File: src/verilog/strobe_delay_map.svh
`ifndef STROBE_DELAY_MAP_SVH
`define STROBE_DELAY_MAP_SVH

// group layout
`define PADS_PER_GROUP 16
`define STROBE_TRUE_PAD 4'h7
`define STROBE_COMP_PAD 4'h8
// tapped sample lines, one tap per system clock
`define LINE_DEPTH 32
`define TAP_W 5
`define CODE_W 9
`define PTR_W 3
`define CODE_RESET 9'h000
`define PTR_RESET 3'h0
// timing
`define SYS_PERIOD_NS 10
`define EDGE_PERIOD_NS 80
`define QUARTER_TAPS ((`EDGE_PERIOD_NS / 4 + `SYS_PERIOD_NS - 1) / `SYS_PERIOD_NS)
// read framing: window counted in edge clock periods, burst in strobe edges
`define WINDOW_EDGES 3'h4
`define BURST_STROBES 3'h4
`define CNT_ZERO 3'h0
`define CNT_ONE 3'h1

`endif

File: src/verilog/strobe_delay_pkg.sv
`include "strobe_delay_map.svh"

package strobe_delay_pkg;

    typedef struct packed {
        logic load_n;
        logic move;
        logic direction;
    } margin_ctrl_t;

    typedef struct packed {
        logic [`PTR_W-1:0] read_ptr;
        logic [`PTR_W-1:0] write_ptr;
    } fifo_ptr_t;

    typedef enum logic [2:0] {
        FRAME_IDLE = 3'b001,
        FRAME_WAIT = 3'b010,
        FRAME_OPEN = 3'b100
    } frame_state_t;

endpackage

File: src/verilog/strobe_delay_control_block.sv
`timescale 1ns/10ps
`include "strobe_delay_map.svh"
// What this block does
// - sixteen consecutive bottom pads form one group served by this block
// - two fixed pads carry true and complement strobe; others carry data or mask
// - incoming read strobe passes a programmable delay before capturing data
// - read delay line is a slave taking its setting from the master loop
// - a second slave line makes the delayed write clocks
// - write leveling adds its own offset to the write line via load_n, direction and move
// - read and write delays shift at run time via load_n, move, direction
// - block produces three-bit read and write pointers for the capture FIFO
// - pointers move read data safely from strobe domain into edge clock
// - a 90 degree delayed strobe is output as read capture clock
// - write strobe clock plus a 90 degree offset data write clock
// - controller drives 2-bit read request and 3-bit pulse select
// - valid-data output marks where captured read data starts
// - same pointers delivered to every pad cell of the group
module strobe_delay_control_block (
    input wire logic MCLK_I,
    input wire logic ARST_N_I,
    input wire logic STROBE_I,
    input wire logic STROBE_N_I,
    input wire logic EDGE_CLOCK_I,
    input wire logic [1:0] READ_REQUEST_I,
    input wire logic [2:0] READ_PULSE_SELECT_I,
    input wire strobe_delay_pkg::margin_ctrl_t READ_MARGIN_I,
    input wire strobe_delay_pkg::margin_ctrl_t WRITE_MARGIN_I,
    input wire strobe_delay_pkg::margin_ctrl_t LEVEL_ADJUST_I,
    input wire logic [`CODE_W-1:0] DELAY_CODE_IN_I,
    output logic READ_CAPTURE_STROBE_O,
    output logic STROBE_WRITE_CLOCK_O,
    output logic DATA_WRITE_CLOCK_O,
    output strobe_delay_pkg::fifo_ptr_t [`PADS_PER_GROUP-1:0] PAD_FIFO_POINTERS_O,
    output logic READ_DATA_START_O,
    output logic BURST_SEEN_O,
    output logic READ_DELAY_COUNT_FLAG_O,
    output logic WRITE_DELAY_COUNT_FLAG_O,
    output logic [`CODE_W-1:0] DELAY_CODE_OUT_O
);
    import strobe_delay_pkg::*;

    ////////////////////////////////////////////////////////////////////////////
    // pin synchronisers: first stage feeds only the second
    logic [1:0] strobe_sync;
    logic [1:0] strobe_n_sync;
    logic [1:0] edge_sync;
    logic strobe_diff;
    logic edge_prev;
    logic edge_rise;

    always_ff @(posedge MCLK_I or negedge ARST_N_I) begin
        if (!ARST_N_I) begin
            strobe_sync <= 2'h0;
            strobe_n_sync <= 2'h3;
            edge_sync <= 2'h0;
            edge_prev <= 1'b0;
        end else begin
            strobe_sync <= {strobe_sync[0], STROBE_I};
            strobe_n_sync <= {strobe_n_sync[0], STROBE_N_I};
            edge_sync <= {edge_sync[0], EDGE_CLOCK_I};
            edge_prev <= edge_sync[1];
        end
    end

    // differential receive of the strobe pad pair
    assign strobe_diff = strobe_sync[1] & ~strobe_n_sync[1];
    assign edge_rise = edge_sync[1] & ~edge_prev;

    ////////////////////////////////////////////////////////////////////////////
    // margin offsets: 0 read, 1 write, 2 leveling
    margin_ctrl_t ctrl [3];
    logic [`CODE_W-1:0] offset [3];
    logic carry [3];
    logic move_prev [3];

    assign ctrl[0] = READ_MARGIN_I;
    assign ctrl[1] = WRITE_MARGIN_I;
    assign ctrl[2] = LEVEL_ADJUST_I;

    genvar m;
    generate
        for (m = 0; m < 3; m++) begin : g_margin
            // load wins over a move in the same cycle: offset snaps back to the master code
            always_ff @(posedge MCLK_I or negedge ARST_N_I) begin
                if (!ARST_N_I) begin
                    offset[m] <= `CODE_RESET;
                    carry[m] <= 1'b0;
                    move_prev[m] <= 1'b0;
                end else begin
                    move_prev[m] <= ctrl[m].move;
                    if (!ctrl[m].load_n) begin
                        offset[m] <= `CODE_RESET;
                        carry[m] <= 1'b0;
                    end else if (ctrl[m].move && !move_prev[m]) begin
                        if (ctrl[m].direction) begin
                            offset[m] <= offset[m] - 9'h001;
                            carry[m] <= (offset[m] == `CODE_RESET);
                        end else begin
                            offset[m] <= offset[m] + 9'h001;
                            carry[m] <= (offset[m] == 9'h1ff);
                        end
                    end
                end
            end
        end
    endgenerate

    ////////////////////////////////////////////////////////////////////////////
    // slave delays follow the master code plus margin
    logic [`CODE_W-1:0] read_code;
    logic [`CODE_W-1:0] write_code;
    logic [`TAP_W-1:0] read_tap;
    logic [`TAP_W-1:0] strobe_w_tap;
    logic [`TAP_W-1:0] data_w_tap;

    assign read_code = DELAY_CODE_IN_I + offset[0];
    assign write_code = DELAY_CODE_IN_I + offset[1] + offset[2];
    // the tap range is short; codes wrap within the line rather than saturate
    assign read_tap = read_code[`TAP_W-1:0] + `TAP_W'(`QUARTER_TAPS);
    assign strobe_w_tap = write_code[`TAP_W-1:0];
    assign data_w_tap = write_code[`TAP_W-1:0] + `TAP_W'(`QUARTER_TAPS);

    always_ff @(posedge MCLK_I or negedge ARST_N_I) begin
        if (!ARST_N_I) begin
            DELAY_CODE_OUT_O <= `CODE_RESET;
            READ_DELAY_COUNT_FLAG_O <= 1'b0;
            WRITE_DELAY_COUNT_FLAG_O <= 1'b0;
        end else begin
            DELAY_CODE_OUT_O <= read_code;
            READ_DELAY_COUNT_FLAG_O <= carry[0];
            WRITE_DELAY_COUNT_FLAG_O <= carry[1] | carry[2];
        end
    end

    ////////////////////////////////////////////////////////////////////////////
    // tapped delay lines
    logic [`LINE_DEPTH-1:0] strobe_line;
    logic [`LINE_DEPTH-1:0] edge_line;

    always_ff @(posedge MCLK_I or negedge ARST_N_I) begin
        if (!ARST_N_I) begin
            strobe_line <= '0;
            edge_line <= '0;
        end else begin
            strobe_line <= {strobe_line[`LINE_DEPTH-2:0], strobe_diff};
            edge_line <= {edge_line[`LINE_DEPTH-2:0], edge_sync[1]};
        end
    end

    logic capture_prev;
    logic capture_rise;

    always_ff @(posedge MCLK_I or negedge ARST_N_I) begin
        if (!ARST_N_I) begin
            READ_CAPTURE_STROBE_O <= 1'b0;
            STROBE_WRITE_CLOCK_O <= 1'b0;
            DATA_WRITE_CLOCK_O <= 1'b0;
            capture_prev <= 1'b0;
        end else begin
            READ_CAPTURE_STROBE_O <= strobe_line[read_tap];
            STROBE_WRITE_CLOCK_O <= edge_line[strobe_w_tap];
            DATA_WRITE_CLOCK_O <= edge_line[data_w_tap];
            capture_prev <= READ_CAPTURE_STROBE_O;
        end
    end

    assign capture_rise = READ_CAPTURE_STROBE_O & ~capture_prev;

    ////////////////////////////////////////////////////////////////////////////
    // read framing in edge clock periods
    frame_state_t state;
    logic [2:0] frame_cnt;
    logic [2:0] strobe_cnt;

    always_ff @(posedge MCLK_I or negedge ARST_N_I) begin
        if (!ARST_N_I) begin
            state <= FRAME_IDLE;
            frame_cnt <= `CNT_ZERO;
        end else if (edge_rise) begin
            case (state)
                FRAME_IDLE: begin
                    if (READ_REQUEST_I != 2'h0) begin
                        frame_cnt <= READ_PULSE_SELECT_I;
                        state <= FRAME_WAIT;
                    end
                end
                FRAME_WAIT: begin
                    if (frame_cnt == `CNT_ZERO) begin
                        frame_cnt <= `WINDOW_EDGES - `CNT_ONE;
                        state <= FRAME_OPEN;
                    end else begin
                        frame_cnt <= frame_cnt - `CNT_ONE;
                    end
                end
                FRAME_OPEN: begin
                    if (frame_cnt == `CNT_ZERO) begin
                        state <= FRAME_IDLE;
                    end else begin
                        frame_cnt <= frame_cnt - `CNT_ONE;
                    end
                end
                default: begin
                    state <= FRAME_IDLE;
                end
            endcase
        end
    end

    // strobe edges counted per window; a new request clears the burst flag
    always_ff @(posedge MCLK_I or negedge ARST_N_I) begin
        if (!ARST_N_I) begin
            strobe_cnt <= `CNT_ZERO;
            READ_DATA_START_O <= 1'b0;
            BURST_SEEN_O <= 1'b0;
        end else begin
            READ_DATA_START_O <= 1'b0;
            if (state == FRAME_IDLE) begin
                strobe_cnt <= `CNT_ZERO;
            end
            if (state == FRAME_OPEN && capture_rise) begin
                strobe_cnt <= strobe_cnt + `CNT_ONE;
                READ_DATA_START_O <= (strobe_cnt == `CNT_ZERO);
            end
            if (state == FRAME_OPEN && capture_rise && strobe_cnt == `BURST_STROBES - `CNT_ONE) begin
                BURST_SEEN_O <= 1'b1;
            end else if (state == FRAME_IDLE && edge_rise && READ_REQUEST_I != 2'h0) begin
                BURST_SEEN_O <= 1'b0;
            end
        end
    end

    ////////////////////////////////////////////////////////////////////////////
    // fifo pointers: write side on delayed strobe, read side on edge clock
    logic [`PTR_W-1:0] write_ptr;
    logic [`PTR_W-1:0] read_ptr;
    logic [`PTR_W-1:0] write_ptr_seen [2];

    always_ff @(posedge MCLK_I or negedge ARST_N_I) begin
        if (!ARST_N_I) begin
            write_ptr <= `PTR_RESET;
        end else if (state == FRAME_OPEN && capture_rise) begin
            write_ptr <= write_ptr + 3'h1;
        end
    end

    // read side trails by two stages so an entry is never read while landing
    always_ff @(posedge MCLK_I or negedge ARST_N_I) begin
        if (!ARST_N_I) begin
            write_ptr_seen[0] <= `PTR_RESET;
            write_ptr_seen[1] <= `PTR_RESET;
            read_ptr <= `PTR_RESET;
        end else begin
            write_ptr_seen[0] <= write_ptr;
            write_ptr_seen[1] <= write_ptr_seen[0];
            if (edge_rise && read_ptr != write_ptr_seen[1]) begin
                read_ptr <= read_ptr + 3'h1;
            end
        end
    end

    genvar p;
    generate
        for (p = 0; p < `PADS_PER_GROUP; p++) begin : g_pad
            always_ff @(posedge MCLK_I or negedge ARST_N_I) begin
                if (!ARST_N_I) begin
                    PAD_FIFO_POINTERS_O[p] <= '0;
                end else begin
                    PAD_FIFO_POINTERS_O[p].read_ptr <= read_ptr;
                    PAD_FIFO_POINTERS_O[p].write_ptr <= write_ptr;
                end
            end
        end
    endgenerate

endmodule

File: config.mk
export PLATFORM = sky130hd
export DESIGN_NAME = strobe_delay_control_block
export DESIGN_NICKNAME = d
export VERILOG_FILES = /design/src/verilog/strobe_delay_pkg.sv /design/src/verilog/strobe_delay_control_block.sv
export VERILOG_INCLUDE_DIRS = /design/src /design/src/verilog
export SDC_FILE = /design/constraint.sdc
export NUM_CORES = 1
export LEC_CHECK = 0
export BUFFER_PORTS_ARGS = -buffer_cell sky130_fd_sc_hd__buf_2
export CAP_MARGIN = 20
export CORE_ASPECT_RATIO = 0.8
export CORE_MARGIN = 3
export CORE_UTILIZATION = 48
export CTS_CLUSTER_SIZE = 28
export DETAILED_ROUTE_END_ITERATION = 10
export PLACE_DENSITY = 0.68
export SLEW_MARGIN = 20
export SYNTH_ARGS = -nofsm -noshare
export SYNTH_HDL_FRONTEND = slang
export SYNTH_SLANG_ARGS = --single-unit
File: constraint.sdc
create_clock -name MCLK_I -period 5.2 [get_ports MCLK_I]
set_input_delay 0.78 -clock MCLK_I [delete_from_list [all_inputs] [get_ports MCLK_I]]
set_output_delay 0.78 -clock MCLK_I [all_outputs]
set_load 0.01 [all_outputs]
; Yosys cells after proc, flatten, opt, wreduce, memory -nomap -nowiden
; Cells that the tools add are included.
; Widths: inputs -> output; s select.
[classes]
n_addsub = 15
order_cmp = 3
n_eq_ne = 15
mux = 37
n_bitwise = 7
reduce_logical = 22
[op_table]
columns = op, count
row1 = $mux 9, 9
row2 = $add 9x1->9 const B, 3
row3 = $eq 9x9->1 const B, 3
row4 = $logic_not 9->1, 3
row5 = $sub 9x1->9 const B, 3
row6 = $mux 3, 8
row7 = $lt 5x6->1 const B, 3
row8 = $pmux 3 s3, 2
row9 = $bmux 1 s5, 3
row10 = $mux 1, 15
row11 = $add 5x2->5 const B, 2
row12 = $add 5x5->5, 2
row13 = $add 3x1->3 const B, 3
row14 = $add 9x9->9, 1
row15 = $logic_and 1x1->1, 8
row16 = $ne 2x1->1 const B, 4
row17 = $reduce_and 4->1, 2
row18 = $eq 3x2->1 const B, 2
row19 = $logic_not 3->1, 2
row20 = $ne 2x2->1 const B, 3
row21 = $reduce_bool 2->1, 3
row22 = $and 1x1->1, 3
row23 = $eq 3x1->1 const B, 1
row24 = $eq 3x3->1 const B, 1
row25 = other kinds (6), 10
[totals]
reg_bits = 145
input_bits = 28
elab_cells = 131

; Longest topological paths before layout
[logic_depth]
word_depth = 6
depth_mapped = 10

; Worst setup path before layout
; OpenSTA, ideal clock, no wires.
[synth_timing]
path_type = input to register
from = input port DELAY_CODE_IN_I[1]
to = register DATA_WRITE_CLOCK_O
setup_time_ns = 0.125
arrival_time_ns = 3.599
t_required_ns = 5.075
slack_ns = 1.476
cell_stages = 10
path_buffers = 1
cell_sequence = inv_1 -> fa_1 -> inv_1 -> ha_1 -> fa_1 -> ha_1 -> buf_1 -> mux4_2 -> mux4_2 -> mux2_2
[synth_via]
elab_chain_cells = 5
[synth_lines]
columns = item, line_no
row1 = from (decl), strobe_delay_control_block.sv:29  ; input wire logic [`CODE_W-1:0] DELAY_CODE_IN_I,
row2 = $add 5x5->5 (2 in a row), strobe_delay_control_block.sv:117  ; assign write_code = DELAY_CODE_IN_I + offset[1] + offset[2];
row3 = $add 5x2->5, strobe_delay_control_block.sv:121  ; assign data_w_tap = write_code[`TAP_W-1:0] + `TAP_W'(`QUARTER_TAPS);
row4 = $bmux 1 s5, strobe_delay_control_block.sv:162  ; DATA_WRITE_CLOCK_O <= edge_line[data_w_tap];
row5 = $mux 1 (not written as such), strobe_delay_control_block.sv:162
row6 = to (signal assigned), strobe_delay_control_block.sv:162
row7 = to (decl), strobe_delay_control_block.sv:32  ; output logic DATA_WRITE_CLOCK_O,
; Every way passes these cells. The select of a mux whose other input is x is not followed.
; A chain may end at the register's enable or synchronous reset.

; Worst setup path after layout
[layout_timing]
from = register offset[1] (netlist name)
to = register DATA_WRITE_CLOCK_O
[layout_via]
elab_chain_cells = 4
[layout_lines]
columns = item, line_no
row1 = from (decl), strobe_delay_control_block.sv:72  ; logic [`CODE_W-1:0] offset [3];
row2 = "from (signal, indexed assignment)", strobe_delay_control_block.sv:86  ; offset[m] <= `CODE_RESET;
row3 = "from (signal, indexed assignment)", strobe_delay_control_block.sv:92  ; offset[m] <= `CODE_RESET;
row4 = "from (signal, indexed assignment)", strobe_delay_control_block.sv:96  ; offset[m] <= offset[m] - 9'h001;
row5 = $add 5x5->5, strobe_delay_control_block.sv:117
row6 = $add 5x2->5, strobe_delay_control_block.sv:121
row7 = $bmux 1 s5, strobe_delay_control_block.sv:162
row8 = $mux 1 (not written as such), strobe_delay_control_block.sv:162
; Every way passes these cells. The select of a mux whose other input is x is not followed.

==> metrics <==
CP Launch Type=register; worst-margin pin slew=0.9313 ns; post-synth net total=738; commonest non-fill, non-tap cell in the layout=dfrtp_1; WL met3=1137 um; RSZ-0062 raised after global routing=no; CTS resizes=0; area leader, netlist=dfrtp_1; share of the synthesized area in the top cell type=between 40% and 50%; fin nets=790; worst r2r dst=DATA_WRITE_CLOCK_O; CTS Buf Count=17; Vias/cell=5.468; CP Launch Point=offset[1]; outcome=completed; Post-Syn Area=7775 um2; Syn-to-layout area delta=10.40%; GP Congestion=~0.93; hold path depth=0; final hold violations=0; multiplexer share of the synthesized area=9.913%; placed inst area=7976 um2; Peak Freq=278.5 MHz; diode count=0; Primary FF master, synth=dfrtp_1; Post-synth EDFFs=0; # rows=40; Post-CTS Setup Repair Bufs=0; DR pass1 iterations=5; minimum clock period=3.590 ns; Final Max Tran Viols=0; hold path start=strobe_sync[0]; Final ANT Viol Nets=0; Sw Ratio=around 33%; most frequent cells in the layout=dfrtp_1, buf_2, ha_1; CTS Hold Bufs=0; worst endpoint data arrival time=just under 4 ns; share of post-route cells with drive strength above 1=29.10%; Distinct cells, synth=55; share of flip-flops with an asynchronous set or reset=100.0%; aggregate routed wire length=approximately 15,000 um; first-pass GRT wire length=25,210 um; largest net degree at the start of global routing=roughly 100; fin crit share=about 69%; initial antenna violation count=0; WL/cell=16.10 um; min-delay worst type=reg2reg; clock skew=0.009919 ns; die area=17,770 um2; P_int=2534 uW; Ports=140; Clk pwr share=33.1%; Finished Layout Cells=935; Initial DRC Count=about 360; Post-Synth XOR/XNOR Area=4.055%; crit-path cells=inv_1 -> fa_1 -> inv_1 -> ha_1 -> fa_1 -> ha_1 -> mux4_2 -> mux4_2 -> mux2_2; Rel. slew slack=37.84%; CTS tree=yes; Syn Inst Count=660; WS Path Type=reg2reg; Setup crit end kind=register; root buf cell=clkbuf_16; Synth Area in Simple Gates=between 10% and 20%; FF-to-FF path depth=9; DIE WIDTH=148.3 um; clock-pin slew on the worst setup and hold paths=0.06 ns; Clock Sink Count=between 100 and 150; Finished Cell Area=8583 um2; Post-DP HPWL=10,810 um; Bufs on Longest Clock Path=2; maximum fanout along the worst path=8; Yosys reg bits=144; WHS Endpoint=strobe_sync[1]; GRT Util Overall=17.72%; Net Switching=around 1200 uW; Max rail drop VDD=0.0002551 V; largest family of logic cells by synthesized area=buffers and inverters; die height=approximately 120 um; WHS=0.3496 ns; Synth area leaders=dfrtp_1, buf_4, mux4_2, ha_1, xnor2_1; met2 WL post-DR=approximately 6900 um; PortBufs=~140; wl on met1=6784 um; Critical Path Max Stage Delay=0.54 ns; PD cells=438.9 nW/um2; Compound-Gate Fraction of Synth Area=9.736%; Leakage=0.004170 uW; placed cells=roughly 900; GRT overflow=0; Yosys Warn Count=0; Max-cap violations=0; combinational share of power=between 20 and 30%; H-Tree Depth=4; setup_tns=0 ns; DRC=0; Syn Area/Cell=between 10 and 15 um2; part of the power in registers=37.3%; Post-Synth Adder-Cell Area=8.915%; final setup violation count=0; part of the Yosys area used for sequential elements=between 40% and 50%; Worst EP required=5.51 ns; FF-to-FF Start=offset[1]; DR top layer=met4; routed via count=5,113; vias in the first global route=4,995; core area=15,410 um2; R2R setup slack=~1.6 ns; slowest CP cell=fa_1; Skew-Pair Late Insertion Delay=between 0.4 and 0.5 ns; Initial Util=50.44%
## cells in the mapped netlist, drive strengths merged, types with 3 or more instances
master  instances
a211oi          9
a21boi          3
a21o            9
a21oi          29
a311oi          4
a31oi           6
and2            4
buf            98
clkbuf          9
dfrtp         141
dfstp           3
fa              9
ha             41
inv            17
mux2            7
mux4           29
nand2          37
nand2b         15
nand3          12
nand4           6
nand4b          3
nor2           19
nor2b           9
nor3           11
nor4            8
o211a           4
o21a            4
o21ai          30
o21bai          5
o311ai          3
o31ai           4
or3             9
or4b            3
xnor2          25
xor2           11
## worst max-delay path by stage
stage | to | depth (start not counted)
floorplan | DATA_WRITE_CLOCK_O | 10
global placement | DATA_WRITE_CLOCK_O | 10
detailed placement | DATA_WRITE_CLOCK_O | 10
CTS | DATA_WRITE_CLOCK_O | 9
global route | DATA_WRITE_CLOCK_O | 9
finish | DATA_WRITE_CLOCK_O | 9
## cell families (layout without fill, tap and decap cells)
family                   Yosys count  in the layout
AND/OR/NAND/NOR                  148            148
flip-flops                       144            144
buffers and inverters            126            191
AO/OA/AOI/OAI                    118            118
adder cells (fa/ha/maj)           50             50
multiplexers                      38             38
XOR/XNOR                          36             36
## routing by layer
| layer | vias up | global-route usage, % |
|---|---|---|
| met4 | 0 | 6.174 |
| met3 | 16 | 4.228 |
| met2 | 200 | 27.29 |
| met5 | - | 0 |
| met1 | 2503 | 24.81 |
| li1 | 2394 | - |
## power groups by stage
stage / logic (uW) / clock network, uW / registers, uW
after floorplan: 999 / 0 / 1410
after global placement: 1090 / 0 / 1420
after detailed placement: 1120 / 0 / 1430
after CTS: 1120 / 1280 / 1410
after global routing: 1220 / 1330 / 1440
final: 1110 / 1250 / 1410
## area by class of cell
cell class | count | area [um2]
fillers | 1291 | 6832
well taps | 210 | 262.8
repair buffers | 140 | 709.4
inverters | 19 | 71.32
multi-input cells | 390 | 3326
clock buffers | 18 | 439.2
flip-flops and latches | 144 | 3607
clock inverters | 14 | 167.7
## critical path, delay by kind of cell, from the launching register on
| kind | cells | cell delay (ns) |
|---|---|---|
| adder cells (fa/ha/maj) | 4 | 1.78 |
| flip-flops | 1 | 0.45 |
| multiplexers | 3 | 1.10 |
| buffers and inverters | 2 | 0.15 |
## per-stage QoR
step	util (%)	worst slack [ns]	total power, uW
floorplan	-	1.476	2411
detailed placement	51.75	1.268	2544
finish	55.68	1.610	3767
global placement	51.75	1.355	2507
CTS	55.68	1.586	3815
global route	55.68	1.430	3987
## registers in the layout (all words and copies together) (netlist names), 2 cells and up
name	count
DELAY_CODE_OUT_O	9
PAD_FIFO_POINTERS_O	6
write_ptr_seen	3
strobe_n_sync	2
frame_cnt	3
read_ptr	3
move_prev	3
strobe_line	32
offset	27
carry	3
write_ptr	3
state	3
strobe_sync	2
strobe_cnt	3
edge_sync	2
edge_line	32
No activity file was read; power rests on OpenSTA's default activity.
